--- src/design/lenc_pkg.sv ---
// Shared types and constants for the transmit line encoder
package lenc_pkg;

	// Line rate selection
	typedef enum logic [1:0] {
		RATE_DS3 = 2'h0,
		RATE_STS1 = 2'h1,
		RATE_E3 = 2'h2
	} lenc_rate_e;

	// One line symbol: positive and negative rail
	typedef struct packed {
		logic pos;
		logic neg;
	} lenc_sym_s;

	// Start-up sequencer states
	typedef enum logic [0:0] {
		ST_FILL = 1'h0,
		ST_RUN = 1'h1
	} lenc_state_e;

	localparam int unsigned SYM_W = 2;
	// Zero-run lengths that trigger a substitution
	localparam logic [2:0] B3ZS_RUN = 3'h3;
	localparam logic [2:0] HDB3_RUN = 3'h4;
	// Symbol delay line depth, enough for the longer substitution
	localparam int unsigned DELAY_BITS = 4;
	// Output delay index of the emitted stage
	localparam int unsigned OUT_STAGE = 3;
	// FIFO depth in bits of line data
	localparam int unsigned FIFO_DEPTH = 16;
	// Line clock edges held back after reset before output starts
	localparam logic [3:0] START_FILL = 4'h4;
	// Reset values of encoder state
	localparam logic [2:0] ZCNT_RST = 3'h0;
	localparam logic LAST_NEG_RST = 1'h1;
	localparam logic PAR_RST = 1'h0;

endpackage : lenc_pkg

--- src/design/lenc_encoder.sv ---
// Transmit B3ZS/HDB3 line encoder with input FIFO

// Synchronous FIFO with valid/ready on both sides
module lenc_fifo #(
	parameter int unsigned WIDTH = lenc_pkg::SYM_W,
	parameter int unsigned DEPTH = lenc_pkg::FIFO_DEPTH
) (
	input wire logic i_clk, // Core clock
	input wire logic i_rst_n, // Synchronised reset, active low
	input wire logic i_ce, // Clock enable
	input wire logic i_in_valid, // Write request
	output logic o_in_ready, // Space available
	input wire logic [WIDTH-1:0] i_in_data, // Write data
	output logic o_out_valid, // Data available
	input wire logic i_out_ready, // Read request
	output logic [WIDTH-1:0] o_out_data // Read data
);

	localparam int unsigned AW = (DEPTH > 1) ? $clog2(DEPTH) : 1;
	localparam int unsigned CW = $clog2(DEPTH + 1);
	localparam logic [AW-1:0] LAST = AW'(DEPTH - 1);
	localparam logic [CW-1:0] FULL = CW'(DEPTH);

	logic [WIDTH-1:0] mem_r [0:DEPTH-1];
	logic [AW-1:0] wr_ptr_r;
	logic [AW-1:0] rd_ptr_r;
	logic [CW-1:0] count_r;

	// Handshake decode
	wire do_wr = i_ce && i_in_valid && o_in_ready;
	wire do_rd = i_ce && o_out_valid && i_out_ready;
	assign o_in_ready = (count_r != FULL);
	assign o_out_valid = (count_r != '0);
	assign o_out_data = mem_r[rd_ptr_r];

	// Pointer wrap, depth need not be a power of two
	function automatic logic [AW-1:0] bump(input logic [AW-1:0] p);
		bump = (p == LAST) ? '0 : p + 1'b1;
	endfunction : bump

	// Storage, no reset needed on the data itself
	always_ff @(posedge i_clk) begin
		if (do_wr) begin
			mem_r[wr_ptr_r] <= i_in_data;
		end
	end

	// Pointers and occupancy
	always_ff @(posedge i_clk or negedge i_rst_n) begin
		if (!i_rst_n) begin
			wr_ptr_r <= '0;
			rd_ptr_r <= '0;
			count_r <= '0;
		end else begin
			if (do_wr) begin
				wr_ptr_r <= bump(wr_ptr_r);
			end
			if (do_rd) begin
				rd_ptr_r <= bump(rd_ptr_r);
			end
			if (do_wr && !do_rd) begin
				count_r <= count_r + 1'b1;
			end else if (do_rd && !do_wr) begin
				count_r <= count_r - 1'b1;
			end
		end
	end

endmodule : lenc_fifo

// Encoder top: samples line data, buffers it, codes it, drives rails
module lenc_encoder #(
	parameter int unsigned FIFO_DEPTH = lenc_pkg::FIFO_DEPTH
) (
	input wire logic i_clk, // Core clock, 250 MHz
	input wire logic i_nrst, // Async reset, active low
	input wire logic i_ce, // Clock enable, freezes all state but the reset synchroniser when low
	input wire logic i_tx_line_clock, // Transmit line clock, sampled as data
	input wire logic i_tx_positive_rail, // NRZ data or positive rail
	input wire logic i_tx_negative_rail, // Negative rail, dual-rail only
	input wire lenc_pkg::lenc_rate_e i_rate, // Line rate select
	input wire logic i_dual_rail, // 1: dual-rail input, encoder bypassed
	input wire logic i_sample_falling, // 1: sample on falling line clock edge
	input wire logic i_build_out_disable, // 1: build-out stage off
	output logic o_tx_positive_rail, // Coded positive rail
	output logic o_tx_negative_rail, // Coded negative rail
	output logic o_build_out_enable, // Build-out stage enable
	output logic o_in_ready, // FIFO has room for the next bit
	output logic o_running // Start-up delay done, output live
);

	// Reset synchroniser
	logic rst_meta_r;
	logic rst_n;
	always_ff @(posedge i_clk or negedge i_nrst) begin
		if (!i_nrst) begin
			rst_meta_r <= 1'b0;
			rst_n <= 1'b0;
		end else begin
			rst_meta_r <= 1'b1;
			rst_n <= rst_meta_r;
		end
	end

	// Builds a single pulse of the given polarity
	function automatic lenc_pkg::lenc_sym_s pulse(input logic neg);
		pulse.pos = ~neg;
		pulse.neg = neg;
	endfunction : pulse

	logic line_clk_prev_r;
	logic run_r;
	lenc_pkg::lenc_state_e state_r;
	logic [3:0] fill_cnt_r;
	logic [2:0] zcnt_r;
	logic last_neg_r;
	logic par_r;
	lenc_pkg::lenc_sym_s dly_r [0:lenc_pkg::DELAY_BITS-1];
	lenc_pkg::lenc_sym_s dly_nxt [0:lenc_pkg::DELAY_BITS-1];
	lenc_pkg::lenc_sym_s dly_sh [0:lenc_pkg::DELAY_BITS-1];
	logic pos_r;
	logic neg_r;
	logic bo_en_r;
	logic in_ready_r;
	logic fifo_in_ready;
	logic fifo_out_valid;
	lenc_pkg::lenc_sym_s fifo_out_data;

	// Line clock edge detect; one selected edge is one bit time
	wire line_rise = i_tx_line_clock && !line_clk_prev_r;
	wire line_fall = !i_tx_line_clock && line_clk_prev_r;
	wire tick = i_ce && (i_sample_falling ? line_fall : line_rise);
	wire running = (state_r == lenc_pkg::ST_RUN);
	wire advance = tick && running;

	// Sampled input word; negative rail only matters in dual-rail
	lenc_pkg::lenc_sym_s in_sym;
	assign in_sym.pos = i_tx_positive_rail;
	assign in_sym.neg = i_dual_rail ? i_tx_negative_rail : 1'b0;

	// Buffer sits ahead of the coder; its fill is the start-up latency
	lenc_fifo #(
		.WIDTH(lenc_pkg::SYM_W),
		.DEPTH(FIFO_DEPTH)
	) u_fifo (
		.i_clk(i_clk),
		.i_rst_n(rst_n),
		.i_ce(i_ce),
		.i_in_valid(tick),
		.o_in_ready(fifo_in_ready),
		.i_in_data(in_sym),
		.o_out_valid(fifo_out_valid),
		.i_out_ready(advance),
		.o_out_data(fifo_out_data)
	);

	// An empty FIFO is coded as zeros so the line never stalls
	lenc_pkg::lenc_sym_s cur;
	assign cur = fifo_out_valid ? fifo_out_data : '0;
	wire bit_one = cur.pos;

	// Substitution decode
	wire [2:0] run_len = (i_rate == lenc_pkg::RATE_E3) ? lenc_pkg::HDB3_RUN
		: lenc_pkg::B3ZS_RUN;
	wire [2:0] zcnt_inc = zcnt_r + 3'h1;
	wire subst = !i_dual_rail && !bit_one && (zcnt_inc == run_len);
	// Even pulse count since last V needs a B to make it odd
	wire use_b = subst && !par_r;
	wire mark_neg = ~last_neg_r;
	wire v_neg = use_b ? mark_neg : last_neg_r;

	// Symbol entering the delay line
	lenc_pkg::lenc_sym_s new_sym;
	assign new_sym = i_dual_rail ? cur
		: bit_one ? pulse(mark_neg)
		: subst ? pulse(v_neg)
		: '0;

	// Delay line shift, B written back over the first zero of the run
	assign dly_sh[0] = new_sym;
	for (genvar i = 0; i < lenc_pkg::DELAY_BITS; i++) begin : g_dly
		if (i > 0) begin : g_sh
			assign dly_sh[i] = dly_r[i-1];
		end
		assign dly_nxt[i] = (use_b && (run_len == 3'(i + 1))) ? pulse(mark_neg)
			: dly_sh[i];
	end

	// Next coder state
	wire [2:0] zcnt_nxt = (i_dual_rail || bit_one || subst) ? lenc_pkg::ZCNT_RST
		: zcnt_inc;
	wire last_neg_nxt = i_dual_rail ? last_neg_r
		: bit_one ? mark_neg
		: subst ? v_neg
		: last_neg_r;
	// Parity counts marks only; a V restarts it
	wire par_nxt = i_dual_rail ? par_r
		: bit_one ? ~par_r
		: subst ? lenc_pkg::PAR_RST
		: par_r;

	// Start-up sequencer
	wire fill_done = (fill_cnt_r == lenc_pkg::START_FILL - 4'h1);
	lenc_pkg::lenc_state_e state_nxt;
	always_comb begin
		case (state_r)
			lenc_pkg::ST_FILL: state_nxt = (tick && fill_done) ? lenc_pkg::ST_RUN
				: lenc_pkg::ST_FILL;
			lenc_pkg::ST_RUN: state_nxt = lenc_pkg::ST_RUN;
			default: state_nxt = lenc_pkg::ST_FILL;
		endcase
	end

	// Edge history and sequencer
	always_ff @(posedge i_clk or negedge rst_n) begin
		if (!rst_n) begin
			line_clk_prev_r <= 1'b0;
			state_r <= lenc_pkg::ST_FILL;
			run_r <= 1'b0;
			fill_cnt_r <= 4'h0;
		end else if (i_ce) begin
			line_clk_prev_r <= i_tx_line_clock;
			state_r <= state_nxt;
			// Output copy of the state so the pin comes from a flop
			run_r <= (state_nxt == lenc_pkg::ST_RUN);
			if (tick && !running) begin
				fill_cnt_r <= fill_cnt_r + 4'h1;
			end
		end
	end

	// Coder state, cleared at reset except last_neg_r, which resets to 1
	always_ff @(posedge i_clk or negedge rst_n) begin
		if (!rst_n) begin
			zcnt_r <= lenc_pkg::ZCNT_RST;
			last_neg_r <= lenc_pkg::LAST_NEG_RST;
			par_r <= lenc_pkg::PAR_RST;
		end else if (advance) begin
			zcnt_r <= zcnt_nxt;
			last_neg_r <= last_neg_nxt;
			par_r <= par_nxt;
		end
	end

	// Delay line, the oldest stage feeds the rails
	always_ff @(posedge i_clk or negedge rst_n) begin
		if (!rst_n) begin
			for (int i = 0; i < lenc_pkg::DELAY_BITS; i++) begin
				dly_r[i] <= '0;
			end
		end else if (advance) begin
			for (int i = 0; i < lenc_pkg::DELAY_BITS; i++) begin
				dly_r[i] <= dly_nxt[i];
			end
		end
	end

	// Output rails; stage taken after write-back so a B is never missed
	always_ff @(posedge i_clk or negedge rst_n) begin
		if (!rst_n) begin
			pos_r <= 1'b0;
			neg_r <= 1'b0;
		end else if (advance) begin
			pos_r <= dly_nxt[lenc_pkg::OUT_STAGE].pos;
			neg_r <= dly_nxt[lenc_pkg::OUT_STAGE].neg;
		end
	end

	// Build-out control; E3 overrides software
	wire bo_en_nxt = (i_rate != lenc_pkg::RATE_E3) && !i_build_out_disable;
	always_ff @(posedge i_clk or negedge rst_n) begin
		if (!rst_n) begin
			bo_en_r <= 1'b0;
			in_ready_r <= 1'b0;
		end else if (i_ce) begin
			bo_en_r <= bo_en_nxt;
			in_ready_r <= fifo_in_ready;
		end
	end

	assign o_tx_positive_rail = pos_r;
	assign o_tx_negative_rail = neg_r;
	assign o_build_out_enable = bo_en_r;
	assign o_in_ready = in_ready_r;
	assign o_running = run_r;

endmodule : lenc_encoder

--- config.mk ---
export PLATFORM = sky130hd
export DESIGN_NAME = lenc_encoder
export DESIGN_NICKNAME = d
export VERILOG_FILES = /design/src/design/lenc_pkg.sv /design/src/design/lenc_encoder.sv
export SDC_FILE = /design/constraint.sdc
export NUM_CORES = 1
export LEC_CHECK = 0
export ABC_CLOCK_PERIOD_IN_PS = 1500
export BUFFER_PORTS_ARGS = -buffer_cell sky130_fd_sc_hd__buf_2
export CAP_MARGIN = 25
export CELL_PAD_IN_SITES_DETAIL_PLACEMENT = 0
export CELL_PAD_IN_SITES_GLOBAL_PLACEMENT = 1
export CORE_ASPECT_RATIO = 1.2
export CORE_UTILIZATION = 50
export CTS_BUF_LIST = sky130_fd_sc_hd__clkbuf_8
export CTS_CLUSTER_SIZE = 20
export DETAILED_ROUTE_END_ITERATION = 12
export GPL_TIMING_DRIVEN = 0
export PLACE_DENSITY = 0.77
export SYNTH_ARGS = -nofsm -noshare
export SYNTH_HDL_FRONTEND = slang
export SYNTH_SLANG_ARGS = --single-unit
--- constraint.sdc ---
create_clock -name i_clk -period 1.5 [get_ports i_clk]
set_input_delay 0.075 -clock i_clk [delete_from_list [all_inputs] [get_ports i_clk]]
set_output_delay 0.075 -clock i_clk [all_outputs]
set_load 0.01 [all_outputs]
# After elaboration in Yosys (flattened, before gate mapping)
# Memory sizes are Yosys's and may differ from the RTL's.
# Index checks and enable logic that the tools add are counted.
[totals]
output_inout_bits = 5
ff_bits = 36
input_bits = 11
ramBits = 32
n_memories = 1
[memory_table]
columns = ["name", "depth", "word_bits", "rd", "rd_ports_with_merged_regs", "write_ports", "line", "rtl"]
rows = [
  ["u_fifo.mem_r", 16, 2, 1, 0, 1, "lenc_encoder.sv:24", "logic [WIDTH-1:0] mem_r [0:DEPTH-1];"],
]
[classes]
mux = 25
reduce_logical = 36
addsub = 6
n_eq_ne = 11
bitwise = 5
[op_table]
columns = ["operator", "n"]
rows = [
  ["$logic_and A1 B1 Y1", 20],
  ["$mux W2", 8],
  ["$add A4 B1 Y4 const B", 3],
  ["$mux W1", 10],
  ["$mux W5", 2],
  ["$logic_not A1 Y1", 9],
  ["$eq A4 B4 Y1 const B", 2],
  ["$mux W4", 2],
  ["$eq A3 B2 Y1 const B", 2],
  ["$mux W3", 2],
  ["$add A5 B1 Y5 const B", 1],
  ["$ne A5 B5 Y1 const B", 1],
  ["$not A1 Y1", 5],
  ["$reduce_bool A5 Y1", 1],
  ["$sub A5 B1 Y5 const B", 1],
  ["$eq A4 B2 Y1 const B", 1],
  ["$reduce_bool A2 Y1", 2],
  ["$add A3 B1 Y3 const B", 1],
  ["$eq A3 B1 Y1 const B", 1],
  ["$eq A3 B3 Y1", 1],
  ["$eq A3 B3 Y1 const B", 1],
  ["$reduce_and A3 Y1", 1],
  ["$eq A2 B2 Y1 const B", 1],
  ["$logic_or A1 B1 Y1", 2],
  ["other kinds (3)", 3],
]

# Logic depth before layout (Yosys ltp)
# Gate-level depths: netlist (run 1).
[depth]
ltp_word = 12
depth_mapped = 12

# Cells and area by module
# From an unflattened synthesis (run 1), not the netlist that was laid out.
[unflattened]
hier_cells = 261
area_unflattened_um2 = 3255.6
[by_module_without_submodules]
columns = ["module", "cells_each", "instances", "area_each_um2"]
rows = [
  ["lenc_fifo", 152, 1, 2125.8],
  ["lenc_encoder", 109, 1, 1129.8],
]

# Least setup slack after synthesis (run 1)
# OpenSTA, ideal clock, no wires.
[synth_timing]
path_type = "reg2reg"
from = "reg u_fifo.count_r[1]"
to = "reg u_fifo.count_r[4]"
setup_ns = 0.080
period_less_slack_ns = 2.919
stages_incl_launch_ff = 12
t_required_ns = 1.420
arrival_ns = 2.839
path_slack_ns = -1.419
path_cell_list = "dfrtp_1 -> or4_4 -> o221a_2 -> clkbuf_1 -> ha_1 -> inv_1 -> ha_1 -> nor2b_1 -> o21a_1 -> or3_1 -> a21oi_1 -> xnor2_1"
[synth_between]
elab_cells_between_ends = 14
cone_classes = "add/sub: 2; eq/ne: 1; mux: 2; reduce/logical: 9"
[synth_lines]
columns = ["element", "line", "rtl"]
rows = [
  ["from (decl)", "lenc_encoder.sv:27", "logic [CW-1:0] count_r;"],
  ["from (signal assigned)", "lenc_encoder.sv:62", "count_r <= count_r + 1'b1;"],
  ["from (signal assigned)", "lenc_encoder.sv:64", "count_r <= count_r - 1'b1;"],
  ["$ne A5 B5 Y1 (*)", "lenc_encoder.sv:32", "assign o_in_ready = (count_r != FULL);"],
  ["$logic_and A1 B1 Y1 (*)", "lenc_encoder.sv:30", "wire do_wr = i_ce && i_in_valid && o_in_ready;"],
  ["net u_fifo.do_wr", "lenc_encoder.sv:30", ""],
  ["$logic_not A1 Y1", "lenc_encoder.sv:63", "end else if (do_rd && !do_wr) begin"],
  ["$logic_and A1 B1 Y1", "lenc_encoder.sv:63", ""],
  ["$reduce_bool A2 Y1 (no line)", "n/a", ""],
]
# The timed path passes the listed nets; every way through them passes the cells marked *. The select of a mux whose other input is x is not followed.
# A chain may end at the register's enable or synchronous reset.

# Worst setup path in the final report (run 1)
[layout_timing]
from = "reg u_fifo.count_r[2]"
to = "reg u_fifo.count_r[4]"
[layout_between]
elab_chain_cells = 6
elab_cells_between_ends = 14
cone_classes = "add/sub: 2; eq/ne: 1; mux: 2; reduce/logical: 9"
[layout_lines]
columns = ["element"]
rows = [
  ["parallel branches: the longest is 6 deep, another holds $sub A5 B1 Y5"],
]
# Parallel ways; which one is timed is not known. The select of a mux whose other input is x is not followed.

==> results.md, run 1 <==
- Final worst path period need: 2.69 ns
- CTS Buf Count: 9
- CP Capture Type: flop
- First-pass GRT wire length: 11,000 um
- Avg WL per Cell: 16.1 um
- Die W: 77.5 um
- Top post-synthesis cells by area: edfxtp_1 28%, dfrtp_1 26%, ha_1 4.0%, mux4_2 4.0%, nand2_1 2.6%
- Synth cell count leaders: 35 x dfrtp_1, 32 x edfxtp_1, 24 x nand2_1, 12 x inv_1, 12 x nor2_1
- # rows: 32
- Clock Latency Late Sink: 0.34 ns
- Vias in the first global route: 2,267
- Post-route cell area: 0.00438 mm^2
- Share of layout cells above drive strength 1: 0.451
- Post-Layout Cell Count: 409
- Leak: 1.73 nW
- Worst min path class: in -> async
- Drt total wl: 6570 um
- Drt first pass iters: 4
- Failing checks: setup timing
- Post-synth ARST share: 0.529
- Final worst slack: -1.19 ns
- RSZ-0062 raised after global routing: yes
- Final period utilization: 1.80
- Most common cell in the synthesized netlist: dfrtp_1
- Routed vias/inst: 5.48
- Setup Skew: 0.0133 ns
- First-iteration detailed-routing DRC count: 92
- Synthesized Nets: 291
- Pins over their slew limit: 0
- Synthesized flop and latch total: 68
- Final cell utilization of the core: 0.671
- # port buffers: 14
- Root Driver: clkbuf_8
- WP data required: 1.77 ns
- Seq/Total Area, Yosys: 0.545
- Synth Cell Area: 0.00342 mm^2
- Slew @ Worst Pin: 0.817 ns
- Min Hold Slack: 0.0413 ns
- Synth top area share: 0.281
- DRC: 0
- RR Endpoint: u_fifo.count_r[4]
- Initial antenna violation count: 0
- R2r setup slk: -1.19 ns
- Gpl congestion: 0.729
- Vias: 2,241
- Critical path type: reg -> reg
- Highest ir drop seen on vdd: 1160 uV
- Leading area contributor after synthesis: edfxtp_1
- Core area: 0.00653 mm^2
- H-tree lvl count: 3
- Fmax: 371 MHz
- # Max-Cap Violations: 0
- WP data arrival: 2.96 ns
- Most used DFF post-synth: dfrtp_1
- Largest net degree at the start of global routing: 35
- Detailed Place HPWL: 4440 um
- Post-synthesis cell type count: 63
- Total GRT Usage: 0.205
- P&R area growth vs syn: 28.1%
- EDFF count, synth: 32
- Clock transition at the registers of the reported paths: 0.08 ns
- Status: complete, but fails checks
- Die span in y: 92.6 um
- Layout net count: 342
- Final setup vio count: 60
- Placed Cells: 367
- Diodes inserted: 0
- Filler cells: 480
- Grt ovf: 0
- Critical Path Start Type: flop
- CTS tree: done
- CTS sink count: 68
- Synth Warn #: 0
- Starting Density: 0.524
- Die area: 0.00718 mm^2
- Critical R2R Launch: u_fifo.count_r[2]
- Cells after Synth: 268
- Clock buffer depth: 2
- Area post-placement: 0.00374 mm^2
- Final hold viol count: 0
- Worst R2R Path Depth: 10
- Synthesized area per cell: 12.8 um^2
- Max transition margin: 0.456
- Routed Antenna Nets: 0
- Worst-path maximum fanout: 4
- I/O pins: 16
- Pwr dens: 1630 mW/mm^2
==> layer usage <==
metal	global-route usage	up-vias	wire length, um
met5	0	-	0
met4	0.0849	0	93
met3	0.0384	9	120
met2	0.344	21	3480
met1	0.259	1114	2880
li1	-	1097	-
==> where the power goes <==
group / leakage (nW) / internal [W] / switching (W)
registers: 0.738 / 0.00234 / 0.000399
clock network: 0.115 / 0.000981 / 0.000694
logic: 0.879 / 0.00138 / 0.00137
==> how the worst max path moves through the flow <==
stage,cells past startpoint,to,from
CTS,10,u_fifo.count_r[4],u_fifo.count_r[0]
detailed placement,11,u_fifo.count_r[4],u_fifo.count_r[2]
floorplan,11,u_fifo.count_r[4],u_fifo.count_r[2]
global placement,11,u_fifo.count_r[4],u_fifo.count_r[2]
finish,10,u_fifo.count_r[4],u_fifo.count_r[2]
global route,10,u_fifo.count_r[4],u_fifo.count_r[2]
==> worst max-delay path, stage by stage, from the launching register on <==
cell     delay (ns)
dfrtp_1        0.39
or4_4          0.59
o221a_4        0.30
ha_4           0.17
inv_4          0.05
ha_4           0.20
nor2b_1        0.13
o21a_1         0.21
or3_4          0.33
a21oi_2        0.14
xnor2_1        0.12
==> cells by family (layout without fill, tap and decap cells) <==
group / after synthesis / count (layout) / synth area share
muxes: 14 / 14 / 0.0699
DFF: 68 / 68 / 0.545
other: 1 / 1 / 0.00110
xor gates and xnor gates: 12 / 12 / 0.0307
adders and majority gates: 12 / 12 / 0.0461
buffers and inverters: 24 / 80 / 0.0424
and+or+nand+nor: 89 / 89 / 0.153
AOI/OAI and AO/OA: 48 / 48 / 0.112
==> per-stage QoR <==
| stage | setup TNS [ns] | setup WS, ns | power (W) |
|---|---|---|---|
| 6_report | -27.91 | -1.19 | 0.00716 |
| 5_1_grt | -31.45 | -1.26 | 0.00762 |
| 3_5_place_dp | -29.90 | -1.36 | 0.00492 |
| 4_1_cts | -28.46 | -1.20 | 0.00704 |
| 3_3_place_gp | -31.83 | -1.34 | 0.00488 |
| 2_1_floorplan | -22.99 | -1.22 | 0.00442 |
==> cell type report <==
type	instances	area, um^2	area share
Sequential cell	68	1870	0.426
Multi-Input combinational cell	176	1730	0.394
Timing Repair Buffer	42	317	0.0722
Clock buffer	10	138	0.0314
Tap cell	85	106	0.0243
Buffer	9	90.1	0.0206
Clock inverter	6	85.1	0.0194
Inverter	13	53.8	0.0123
==> state kept, by name, summed over array words and instances (netlist names) <==
register and count:
dly_r 6, fill_cnt_r 4, last_neg_r 1, line_clk_prev_r 1, o_build_out_enable 1, o_in_ready 1, o_tx_negative_rail 1, o_tx_positive_rail 1
par_r 1, rst_meta_r 1, rst_n 1, running 1, u_fifo.count_r 5, u_fifo.mem_r 32, u_fifo.rd_ptr_r 4, u_fifo.wr_ptr_r 4
zcnt_r 3
==> what timing repair did <==
item	in CTS	in global routing
endpoints found under the setup margin	60	62
hold buffers	2	0
resized for setup	39	20
endpoints found under the hold margin	3	0
pin swaps	20	20
gates cloned	0	1
setup buffers	18	7
==> cell usage in the layout (no fill, tap or decap), types with 7 or more instances in the layout <==
master / instances
buf_4: 16
clkbuf_8: 13
ha_1: 7
buf_2: 15
inv_1: 11
buf_6: 11
nand2_1: 19
dfrtp_1: 32
edfxtp_1: 32
and2_4: 8
Power figures use the tool's default switching activity.
==> inputs of run 2 (changes only) <==
- CORE_UTILIZATION: 50 -> 35
- PLACE_DENSITY: 0.77 -> 0.56
==> run 2 against run 1 <==
Against the previous run: the flow still finishes with violations (setup timing); global-route usage shrank 4.9 points; count of clock-buffer cells in the layout rose by 2; routed wire length increased by 10%; combinational power up 9.8%; power up 2.7%; register-to-register slack hardly changed; design area up 4.0%; cell count is 11% higher; via count shrank 0.13%; flip-flop and latch count stayed put.
==> results.md, run 2 (same netlist as run 1, synthesis figures left out) <==
- Status: complete, but fails checks (unchanged)
- Failing checks: setup timing (unchanged)
- Registers with the most flip-flops: u_fifo.mem_r x32, dly_r x6, u_fifo.count_r x5 (unchanged)
- Critical Path Start Type: flop (unchanged)
- Worst min path class: in -> async (unchanged)
- Slew @ Worst Pin: 0.916 ns (was 0.817 ns)
- Setup TNS: -33.99 ns (was -27.91 ns)
- Setup Skew: 0.00672 ns (was 0.0133 ns)
- Highest ir drop seen on vdd: 596 uV (was 1160 uV)
- Grt ovf: 0 (unchanged)
- Pwr dens: 1610 mW/mm^2 (was 1630 mW/mm^2)
- Sw Pwr: 0.00258 W (was 0.00246 W)
- Most frequent cell on the critical path: ha_4 (unchanged)
- Switching Fraction: 0.351 (was 0.344)
- H-tree lvl count: 3 (unchanged)
- Starting Density: 0.359 (was 0.524)
- Final setup vio count: 57 (was 60)
- Final worst slack: -1.19 ns (about the same)
- Max transition margin: 0.389 (was 0.456)
- Clock share of power: 0.213 (was 0.234)
- Clock buffer depth: 2 (unchanged)
- GR met2 Demand/Resource: 0.276 (was 0.344)
- Worst R2R Path Depth: 10 (unchanged)
- Critical path type: reg -> reg (unchanged)
- Vias in the first global route: 2,243 (was 2,267)
- Drt first pass iters: 4 (unchanged)
- Leak: 1.78 nW (was 1.73 nW)
- RSZ-0062 raised after global routing: yes (unchanged)
- Number of flip-flops under the largest register name: 32 (unchanged)
- M1 GR Usage: 0.176 (was 0.259)
- Routed vias/inst: 4.94 (was 5.48)
- Met3 Usage GRT: 0.0350 (was 0.0384)
- Final period utilization: 1.79 (was 1.80)
- Root Driver: clkbuf_8 (unchanged)
- Gate power share: 0.411 (was 0.384)
- Die W: 92.2 um (was 77.5 um)
- Vias: 2,238 (was 2,241)
- Seq pwr share: 0.376 (was 0.383)
- Pins over their slew limit: 0 (unchanged)
- P&R area growth vs syn: 33.3% (was 28.1%)
- DRC: 0 (unchanged)
- CP Buf/Inv Count: 1 (unchanged)
- Peak per-stage delay on the critical path: 0.55 ns (was 0.59 ns)
- Critical R2R Launch: u_fifo.count_r[3] (was u_fifo.count_r[2])
- First-pass GRT wire length: 11,500 um (was 11,000 um)
- CP top delay family: simple AND/OR/NAND/NOR gates (unchanged)
- CP Capture Type: flop (unchanged)
- WP data required: 1.77 ns (about the same)
- Gpl congestion: 0.695 (was 0.729)
- Die span in y: 110 um (was 92.6 um)
- Worst path cell trace: or4_4, o221a_4, ha_4, inv_4, ha_4, nor2b_1, o21a_1, or3_4, a21oi_2, xnor2_1 (unchanged)
- Post-Place Worst Slack: -1.39 ns (was -1.36 ns)
- Detailed Place HPWL: 4860 um (was 4440 um)
- Routed Antenna Nets: 0 (unchanged)
- Critical-path top delay cell: or4_4 (unchanged)
- Initial antenna violation count: 0 (unchanged)
- Die area: 0.0102 mm^2 (was 0.00718 mm^2)
- Core area: 0.00952 mm^2 (was 0.00653 mm^2)
- CTS sink count: 68 (unchanged)
- Filler cells: 882 (was 480)
- Fmax: 371 MHz (about the same)
- Diodes inserted: 0 (unchanged)
- WP data arrival: 2.97 ns (was 2.96 ns)
- Share of layout cells above drive strength 1: 0.470 (was 0.451)
- RR Endpoint: u_fifo.count_r[4] (unchanged)
- First-iteration detailed-routing DRC count: 48 (was 92)
- R2r setup slk: -1.19 ns (about the same)
- Most frequent cells in the layout: 32 x dfrtp_1, 32 x edfxtp_1, 23 x buf_4 (was 32 x dfrtp_1, 32 x edfxtp_1, 19 x nand2_1)
- Drt total wl: 7240 um (was 6570 um)
- # port buffers: 14 (unchanged)
- Internal power: 0.00477 W (was 0.00470 W)
- GR peak layer: met2 (unchanged)
- Avg WL per Cell: 16.0 um (was 16.1 um)
- Worst-path maximum fanout: 4 (unchanged)
- # rows: 39 (was 32)
- Post-route cell area: 0.00456 mm^2 (was 0.00438 mm^2)
- # Max-Cap Violations: 0 (unchanged)
- CTS Buf Count: 9 (unchanged)
- Layout net count: 348 (was 342)
- Largest net degree at the start of global routing: 35 (unchanged)
- Clock transition at the registers of the reported paths: 0.07 ns (was 0.08 ns)
- Top reg by flops: u_fifo.mem_r (unchanged)
- Area post-placement: 0.00379 mm^2 (was 0.00374 mm^2)
- Total power: 0.00735 W (was 0.00716 W)
- Total GRT Usage: 0.155 (was 0.205)
- Clock Latency Late Sink: 0.35 ns (was 0.34 ns)
- Final hold viol count: 0 (unchanged)
- Final worst path period need: 2.69 ns (about the same)
- CTS tree: done (unchanged)
- Critical Path Source: u_fifo.count_r[3] (was u_fifo.count_r[2])
- I/O pins: 16 (unchanged)
run 2: worst max-delay path by stage:
stage               slack [ns]                end  cells after the start
global route             -1.27  u_fifo.count_r[4]                     10
finish                   -1.19  u_fifo.count_r[4]                     10
CTS                      -1.23  u_fifo.count_r[4]                     10
global placement         -1.36  u_fifo.count_r[4]                     11
floorplan                -1.22  u_fifo.count_r[4]                     11
detailed placement       -1.39  u_fifo.count_r[4]                     11
run 2: what timing repair did:
action / 4_1_cts / 5_1_grt
hold buffers: 2 / 0
pin swaps: 26 / 26
buffers inserted: 22 / 12
gates resized for setup: 35 / 38
setup endpoints to repair: 60 / 61
hold endpoints to repair: 3 / 0
cloned: 0 / 0
run 2: through the flow:
| stage | hold slack [ns] | std cells | util |
|---|---|---|---|
| 2_1_floorplan | -0.221 | 268 | - |
| 3_3_place_gp | -0.139 | 405 | 0.398 |
| 3_5_place_dp | -0.139 | 405 | 0.398 |
| 4_1_cts | 0.00528 | 443 | 0.452 |
| 5_1_grt | 0.0170 | 453 | 0.479 |
| 6_report | 0.0339 | 453 | 0.479 |
run 2: power by group through the flow:
stage | combinational [W] | clock [W] | sequential, W
4_1_cts | 0.00272 | 0.00163 | 0.00273
2_1_floorplan | 0.00173 | 0 | 0.00269
3_3_place_gp | 0.00219 | 0 | 0.00277
6_report | 0.00302 | 0.00157 | 0.00277
3_5_place_dp | 0.00221 | 0 | 0.00278
5_1_grt | 0.00333 | 0.00170 | 0.00282
run 2: worst register-to-register path, delay by kind of cell, from the launching register on:
family,cells,cell delay [ns]
AOI/OAI and AO/OA,3,0.63
xor gates and xnor gates,1,0.12
adders and majority gates,2,0.38
buffers and inverters,1,0.06
DFF,1,0.44
and+or+nand+nor,3,1.00
run 2: layer usage:
metal	vias up	wire, um
met4	0	113
met5	-	0
met2	23	3840
met3	8	161
met1	1102	3130
li1	1105	-
run 2: layout make-up:
| cell class | count | area, um^2 | area share |
|---|---|---|---|
| Clock buffer | 12 | 165 | 0.0362 |
| Buffer | 9 | 100 | 0.0220 |
| Timing Repair Buffer | 48 | 385 | 0.0845 |
| Clock inverter | 4 | 41.3 | 0.00906 |
| Tap cell | 123 | 154 | 0.0338 |
| Sequential cell | 68 | 1870 | 0.410 |
| Inverter | 13 | 53.8 | 0.0118 |
| Multi-Input combinational cell | 176 | 1790 | 0.393 |
